--- src/hw/spsc_pkg.sv ---
/*
  Constants, field layout and state encoding for the run-time pin
  settings command handler. Assumes 64-byte command and response reports
  arrive and leave as byte streams, byte 0 first.

*/
package spsc_pkg;

  localparam logic [5:0] LAST_IDX = 6'h3f;

  localparam logic [7:0] CMD_SET = 8'h60;
  localparam logic [7:0] CMD_GET = 8'h61;
  localparam logic [7:0] STATUS_OK = 8'h00;
  localparam logic [7:0] STATUS_UNSUPPORTED = 8'h01;

  // Byte positions within a report
  localparam logic [5:0] IDX_CODE = 6'h00;
  localparam logic [5:0] IDX_STATUS = 6'h01;
  localparam logic [5:0] IDX_ALTER = 6'h07;
  localparam logic [5:0] IDX_PIN1 = 6'h09;
  localparam logic [5:0] IDX_PIN2 = 6'h0a;
  localparam logic [5:0] IDX_PIN3 = 6'h0b;

  // Field positions in the alter byte and in a pin settings byte
  localparam int ALTER_BIT = 7;
  localparam int BIT_OUT_VAL = 4;
  localparam int BIT_DIR = 3;

  localparam logic [2:0] FUNC_GPIO = 3'h0;
  localparam logic [2:0] FUNC_DEDICATED = 3'h1;
  localparam logic [2:0] FUNC_ALT0 = 3'h2;
  localparam logic [2:0] FUNC_ALT1 = 3'h3;
  localparam logic [2:0] FUNC_ALT2 = 3'h4;

  // GPIO input, pin released
  localparam logic [7:0] PIN_RESET = 8'h08;

  // Function codes that drive the pin digitally, one bit per code
  localparam logic [2:0][7:0] PIN_OUT_MASK = {8'h02, 8'h02, 8'h0a};

  typedef enum logic [1:0]
  {
    ST_RECV = 2'b00,
    ST_APPLY = 2'b01,
    ST_RESP = 2'b10
  } spsc_state_e;

endpackage : spsc_pkg

--- src/hw/spsc_cmd_top.sv ---
/*
  Run-time pin settings command handler: takes 64-byte set and get
  reports, updates three pin settings, answers with 64-byte reports.
  Assumes byte streams with valid/ready handshakes on mclk.
*/
`timescale 1ns/1ps
module spsc_cmd_top (
  // Clock and reset
  input wire logic mclk,
  input wire logic rst_n,
  // Command report bytes
  input wire logic cmd_valid,
  input wire logic [7:0] cmd_data,
  output logic cmd_ready,
  // Response report bytes
  output logic rsp_valid,
  output logic [7:0] rsp_data,
  output logic rsp_last,
  input wire logic rsp_ready,
  // General pins
  input wire logic [2:0] pin_in,
  output logic [2:0] pin_out,
  output logic [2:0] pin_oe,
  // Chip function levels
  input wire logic clock_output_level,
  input wire logic serial_transmit_led_level,
  input wire logic enumeration_done_level,
  input wire logic bus_activity_led_level,
  // Selected functions
  output logic [2:0] pin1_func,
  output logic [2:0] pin2_func,
  output logic [2:0] pin3_func
);

  spsc_pkg::spsc_state_e state;
  logic [5:0] cmd_idx;
  logic [5:0] rsp_idx;
  logic [7:0] cmd_code;
  logic [7:0] alter_byte;
  logic [7:0] cap_pin [3];
  logic [7:0] cfg [3];
  logic [7:0] lvl [3];
  logic [2:0] pin_out_w;
  logic [2:0] pin_oe_w;
  logic cmd_take;
  logic rsp_take;
  logic load_pins;
  logic [5:0] next_sel;
  logic [7:0] next_rsp_data;

  assign cmd_take = cmd_valid && cmd_ready;
  assign rsp_take = rsp_valid && rsp_ready;
  assign load_pins = (state == spsc_pkg::ST_APPLY) && (cmd_code == spsc_pkg::CMD_SET)
    && alter_byte[spsc_pkg::ALTER_BIT];

  // Function level vectors, indexed by function code
  assign lvl[0] = {4'h0, serial_transmit_led_level, 1'b0, clock_output_level, 1'b0};
  assign lvl[1] = {6'h00, enumeration_done_level, 1'b0};
  assign lvl[2] = {6'h00, bus_activity_led_level, 1'b0};

  genvar gi;
  generate
    for (gi = 0; gi < 3; gi++)
    begin : g_pin
      spsc_pin_cfg #(
        .OUT_MASK(spsc_pkg::PIN_OUT_MASK[gi])
      ) u_pin (
        .mclk(mclk),
        .rst_n(rst_n),
        .load(load_pins),
        .new_setting(cap_pin[gi]),
        .func_level(lvl[gi]),
        .setting(cfg[gi]),
        .pin_out(pin_out_w[gi]),
        .pin_oe(pin_oe_w[gi])
      );
    end
  endgenerate

  assign pin_out = pin_out_w;
  assign pin_oe = pin_oe_w;
  assign pin1_func = cfg[0][2:0];
  assign pin2_func = cfg[1][2:0];
  assign pin3_func = cfg[2][2:0];

  // Command capture; only bytes that matter are kept
  always_ff @(posedge mclk)
  begin
    if (!rst_n)
    begin
      cmd_code <= 8'h00;
      alter_byte <= 8'h00;
      for (int i = 0; i < 3; i++)
        cap_pin[i] <= spsc_pkg::PIN_RESET;
    end
    else if (cmd_take)
    begin
      case (cmd_idx)
        spsc_pkg::IDX_CODE: cmd_code <= cmd_data;
        spsc_pkg::IDX_ALTER: alter_byte <= cmd_data;
        spsc_pkg::IDX_PIN1: cap_pin[0] <= cmd_data;
        spsc_pkg::IDX_PIN2: cap_pin[1] <= cmd_data;
        spsc_pkg::IDX_PIN3: cap_pin[2] <= cmd_data;
        default: ;
      endcase
    end
  end

  always_ff @(posedge mclk)
  begin
    if (!rst_n)
      cmd_idx <= 6'h00;
    else if (cmd_take)
      cmd_idx <= cmd_idx + 6'h01;
  end

  // Sequencer; input is held off until the answer is fully drained
  always_ff @(posedge mclk)
  begin
    if (!rst_n)
    begin
      state <= spsc_pkg::ST_RECV;
      cmd_ready <= 1'b1;
    end
    else
    begin
      case (state)
        spsc_pkg::ST_RECV:
        begin
          if (cmd_take && cmd_idx == spsc_pkg::LAST_IDX)
          begin
            state <= spsc_pkg::ST_APPLY;
            cmd_ready <= 1'b0;
          end
        end
        spsc_pkg::ST_APPLY:
          state <= spsc_pkg::ST_RESP;
        spsc_pkg::ST_RESP:
        begin
          if (rsp_take && rsp_idx == spsc_pkg::LAST_IDX)
          begin
            state <= spsc_pkg::ST_RECV;
            cmd_ready <= 1'b1;
          end
        end
        default:
        begin
          state <= spsc_pkg::ST_RECV;
          cmd_ready <= 1'b1;
        end
      endcase
    end
  end

  // Byte chosen for the next response beat
  always_comb
  begin
    next_sel = (state == spsc_pkg::ST_APPLY) ? 6'h00 : rsp_idx + 6'h01;
    next_rsp_data = 8'h00;
    case (next_sel)
      spsc_pkg::IDX_CODE:
        next_rsp_data = cmd_code;
      spsc_pkg::IDX_STATUS:
        if (cmd_code == spsc_pkg::CMD_SET || cmd_code == spsc_pkg::CMD_GET)
          next_rsp_data = spsc_pkg::STATUS_OK;
        else
          next_rsp_data = spsc_pkg::STATUS_UNSUPPORTED;
      default:
        next_rsp_data = 8'h00;
    endcase
    // Get answer returns live settings; input pins report their level
    if (cmd_code == spsc_pkg::CMD_GET)
    begin
      for (int i = 0; i < 3; i++)
      begin
        if (next_sel == spsc_pkg::IDX_PIN1 + 6'(i))
        begin
          next_rsp_data = cfg[i];
          if (cfg[i][2:0] == spsc_pkg::FUNC_GPIO && cfg[i][spsc_pkg::BIT_DIR])
            next_rsp_data[spsc_pkg::BIT_OUT_VAL] = pin_in[i];
        end
      end
    end
  end

  always_ff @(posedge mclk)
  begin
    if (!rst_n)
    begin
      rsp_valid <= 1'b0;
      rsp_data <= 8'h00;
      rsp_last <= 1'b0;
      rsp_idx <= 6'h00;
    end
    else if (state == spsc_pkg::ST_APPLY)
    begin
      rsp_valid <= 1'b1;
      rsp_data <= next_rsp_data;
      rsp_last <= 1'b0;
      rsp_idx <= 6'h00;
    end
    else if (rsp_take)
    begin
      if (rsp_idx == spsc_pkg::LAST_IDX)
      begin
        rsp_valid <= 1'b0;
        rsp_last <= 1'b0;
        rsp_data <= 8'h00;
      end
      else
      begin
        rsp_data <= next_rsp_data;
        rsp_last <= (next_sel == spsc_pkg::LAST_IDX);
        rsp_idx <= next_sel;
      end
    end
  end
endmodule : spsc_cmd_top

--- src/hw/spsc_pin_cfg.sv ---
/*
  One general-purpose pin: holds its run-time settings byte and drives
  the pin from it. Assumes func_level carries, per function code, the
  level that the chip's own function wants on the pin.
*/
`timescale 1ns/1ps
module spsc_pin_cfg #(
  parameter logic [7:0] OUT_MASK = 8'h02
) (
  // Clock and reset
  input wire logic mclk,
  input wire logic rst_n,
  // Settings load
  input wire logic load,
  input wire logic [7:0] new_setting,
  // Function levels by code
  input wire logic [7:0] func_level,
  // Settings and pin drive
  output logic [7:0] setting,
  output logic pin_out,
  output logic pin_oe
);

  logic [2:0] func;

  assign func = setting[2:0];

  always_ff @(posedge mclk)
  begin
    if (!rst_n)
      setting <= spsc_pkg::PIN_RESET;
    else if (load)
      setting <= new_setting;
  end

  // Undefined codes leave the pin released rather than guess a driver
  always_ff @(posedge mclk)
  begin
    if (!rst_n)
    begin
      pin_out <= 1'b0;
      pin_oe <= 1'b0;
    end
    else if (func == spsc_pkg::FUNC_GPIO)
    begin
      pin_oe <= !setting[spsc_pkg::BIT_DIR];
      pin_out <= !setting[spsc_pkg::BIT_DIR] && setting[spsc_pkg::BIT_OUT_VAL];
    end
    else
    begin
      pin_oe <= OUT_MASK[func];
      pin_out <= OUT_MASK[func] && func_level[func];
    end
  end

endmodule : spsc_pin_cfg

--- config.mk ---
export PLATFORM = sky130hd
export DESIGN_NAME = spsc_cmd_top
export DESIGN_NICKNAME = d
export VERILOG_FILES = /design/src/hw/spsc_pkg.sv /design/src/hw/spsc_cmd_top.sv /design/src/hw/spsc_pin_cfg.sv
export SDC_FILE = /design/constraint.sdc
export NUM_CORES = 1
export LEC_CHECK = 0
export ABC_AREA = 1
export BUFFER_PORTS_ARGS = -buffer_cell sky130_fd_sc_hd__buf_2
export CORE_AREA = 2 2 135 137
export CTS_CLUSTER_DIAMETER = 50
export DETAILED_ROUTE_END_ITERATION = 7
export DIE_AREA = 0 0 137 139
export PLACE_DENSITY = 0.37
export SLEW_MARGIN = 20
export SYNTH_ARGS = -nofsm -noshare
export SYNTH_HDL_FRONTEND = slang
export SYNTH_SLANG_ARGS = --single-unit
--- constraint.sdc ---
create_clock -name mclk -period 3.3 [get_ports mclk]
set_input_delay 0.33 -clock mclk [delete_from_list [all_inputs] [get_ports mclk]]
set_output_delay 0.33 -clock mclk [all_outputs]
set_load 0.02 [all_outputs]
==> metrics.csv <==
stage;metric;value;unit
run_status;status;finished, final reports clean;
synthesis;synth_seq_cells;88;
detailed_routing;first_iter_violations;221;
synthesis;syn_avg_cell_area;8.38;sq um
clocking;cts_hold_buf;0;
worst_setup_path;cpPeakStageDelay;0.65;ns
worst_setup_path;crit_family;simple AND/OR/NAND/NOR gates;
clocking;clkSinkCount;88;
place;dp_slack;0.914;ns
place;io_buffers;44;
run;cap_viol_max_count;0;
worst_setup_path;reg2reg_from;cmd_code[4]$_SDFFE_PN0P_;
timing;skew;0.00651;ns
finish;fin_nets;531;
synthesis;seq_area_frac_synth;50.2;%
worst_setup_path;crit_chain;nor3_1 -> nand3_1 -> nor2_1 -> nand3_1 -> buf_4 -> nor2_1 -> a211oi_1;
pwr;power_density;492;nW/um^2
synthesis;syn_inst;476;
timing;slew_viol_final;0;
clocking;cts_setup_buffers;0;
worst_hold_path;hold_end;cmd_code[3]$_SDFFE_PN0P_;
grt;antenna_found_initial;0;
grt;gr-total-overflow;0;
detailed_routing;viasPerCell;4.27;
clocking;path_clk_slew;0.06;ns
worst_setup_path;path_class;flip-flop to flip-flop;
worst_setup_path;cp_max_fo;24;
floorplanning;die_width;137;um
timing;fin_tns_setup;0;ns
worst_hold_path;min_from;cmd_data[3];
detailed_routing;routed_wl;10600;um
timing;tightest_slew;0.947;ns
timing;finalHoldViolations;0;
floorplanning;die-area;19000;sq um
pwr;power.leakage;1.91;nW
place;dp.cells;725;
clocking;cts-root-buf;clkbuf_16;
timing;finalCriticalPeriod;2.29;ns
worst_setup_path;cp-end-kind;flip-flop;
worst_setup_path;crit_slowest_cell;nand3_1;
worst_setup_path;cp_num_buf_inv;1;
clocking;cts_max_path_buffers;2;
finish;synthToLayoutAreaGrowth;17.0;%
clocking;htreeDepth;3;
grt;grt_usage;11.9;%
synthesis;synth_area;3990;sq um
place;gp_congestion;0.767;
worst_hold_path;hold_depth;3;
clocking;worstSkewPairLatency;0.34;ns
grt;grt_max_degree;32;
finish;drive_gt1_share;17.2;%
worst_setup_path;r2r_cells;7;
clocking;cts_buffers;9;
finish;diodes;0;
detailed_routing;wl_per_cell;14.3;um
detailed_routing;ant_nets;0;
floorplanning;die_h;139;um
timing;fmax;437;MHz
grt;grt_pass1_wl;17000;um
finish;fin_cells;741;
place;dpl_cell_area;4360;sq um
clocking;cts_tree;built;
detailed_routing;dr.pass1.iters;4;
finish;final_area;4670;sq um
place;place_hpwl;8170;um
pwr;p_total;2.29;mW
grt;grt_pass1_vias;3107;
floorplanning;start_util;22.6;%
finish;fill_cells;1909;
worst_setup_path;cp.arrival;2.47;ns
worst_setup_path;critPathLaunchType;flip-flop;
finish;final_util;26.4;%
clocking;cts_resized;0;
timing;setup_violations;0;
timing;period_share;69.3;%
synthesis;yosys_warnings;0;
worst_setup_path;r2r_setup_slack;1.01;ns
synthesis;ys_types;39;
detailed_routing;via_count;3161;
timing;whs;0.287;ns
timing;max_slew_margin;36.7;%
worst_setup_path;required;3.48;ns
timing;setup_ws;1.01;ns
floorplanning;rows;49;
synthesis;syn_nets;500;
detailed_routing;drc;0;
pwr;ir_drop;237;uV
floorplanning;core-area;17700;sq um
floorplanning;io_pins;45;
worst_setup_path;r2r-end;g_pin[2].u_pin.setting[7]$_SDFFE_PN0P_;
timing;rsz0062_at_grt;no;
worst_hold_path;hp-class;input pin to flip-flop;
tightest hold or removal path: cells and delay by family:
kind	cells	cell delay (ns)
AOI/OAI and AO/OA	1	0.12
buffers and inverters	2	0.14
routing by layer:
layer,up-vias,share of wire (%),wire length (um),track usage (%)
met2,44,44,4670,17.5
met1,1464,50,5330,16.6
met5,-,0,0,0
met4,0,2.2,229,5.81
met3,15,3.6,383,2.16
li1,1638,-,-,-
flip-flops by register name, summed over array words and instances, names as in the netlist:
name and count:
cap_pin 24, g_pin.u_pin.pin_oe 3, cmd_code 8, state 2, cmd_idx 6, rsp_idx 6
rsp_valid 1, rsp_data 8, rsp_last 1, cmd_ready 1, g_pin.u_pin.setting 24, g_pin.u_pin.pin_out 3
alter_byte 1
cell usage in the layout, fill, tap and decap left out, types with 4 or more instances in the layout:
cell type / n
ha_1: 5
nand2_1: 76
a211oi_1: 14
nor2_2: 4
dfxtp_1: 64
clkbuf_16: 10
nand3_1: 18
a21oi_1: 38
o211ai_1: 6
inv_1: 50
inv_2: 4
edfxtp_1: 24
o21ai_1: 11
nand4_1: 6
buf_2: 44
nor2_1: 60
o21ai_0: 31
nor3_1: 9
power by group:
group / internal, mW / switching [mW]
registers: 1.13 / 0.0184
logic: 0.0238 / 0.0536
clock network: 0.654 / 0.417
how the worst max path moves through the flow:
stage                                  start                                endpoint  slack (ns)  cells past startpoint
floorplan            rsp_idx[0]$_SDFFE_PP0P_                rsp_data[0]$_SDFFE_PN0P_        1.56                     14
global placement    cmd_code[4]$_SDFFE_PN0P_  g_pin[2].u_pin.setting[3]$_SDFFE_PN1P_        1.00                      6
detailed placement                     rst_n                 cap_pin[2][3]$_DFFE_PP_        0.91                      4
CTS                 cmd_code[4]$_SDFFE_PN0P_  g_pin[2].u_pin.setting[7]$_SDFFE_PN0P_         1.0                      7
global route        cmd_code[4]$_SDFFE_PN0P_  g_pin[0].u_pin.setting[7]$_SDFFE_PN0P_        0.77                      7
finish              cmd_code[4]$_SDFFE_PN0P_  g_pin[2].u_pin.setting[7]$_SDFFE_PN0P_        1.01                      7
area by class of cell:
| class | instances | area (sq um) | share of cell area (%) |
|---|---|---|---|
| Sequential cell | 88 | 2000 | 42.9 |
| Multi-Input combinational cell | 304 | 1610 | 34.5 |
| Tap cell | 229 | 287 | 6.14 |
| Clock buffer | 14 | 275 | 5.90 |
| Timing Repair Buffer | 46 | 235 | 5.04 |
| Inverter | 58 | 223 | 4.77 |
| Clock inverter | 2 | 35.0 | 0.751 |
synth_stat cells, drive strengths merged:
master / n / area share [%]
a2111oi: 2 / 0.44
a211oi: 14 / 2.6
a21oi: 39 / 5.0
a31oi: 1 / 0.16
buf: 17 / 3.0
clkbuf: 9 / 0.85
clkinv: 2 / 0.19
dfxtp: 64 / 32
edfxtp: 24 / 18
ha: 5 / 1.6
inv: 56 / 5.4
mux2: 3 / 0.85
nand2: 80 / 8.4
nand3: 24 / 4.3
nand3b: 1 / 0.19
nand4: 6 / 0.94
nor2: 67 / 7.3
nor3: 10 / 1.4
nor4: 1 / 0.16
o211ai: 6 / 1.1
o21a: 1 / 0.19
o21ai: 42 / 5.3
o21bai: 1 / 0.28
or2: 1 / 0.16
cell families after synthesis:
kind of cell             Yosys count  share of synthesized area [%]
flip-flops                        88                           50.2
adder cells (fa/ha/maj)            5                           1.57
AO/OA/AOI/OAI                    106                           15.1
multiplexers                       3                          0.847
AND/OR/NAND/NOR                  190                           22.9
buffers and inverters             84                           9.47
(Power assumes the default switching activity.)
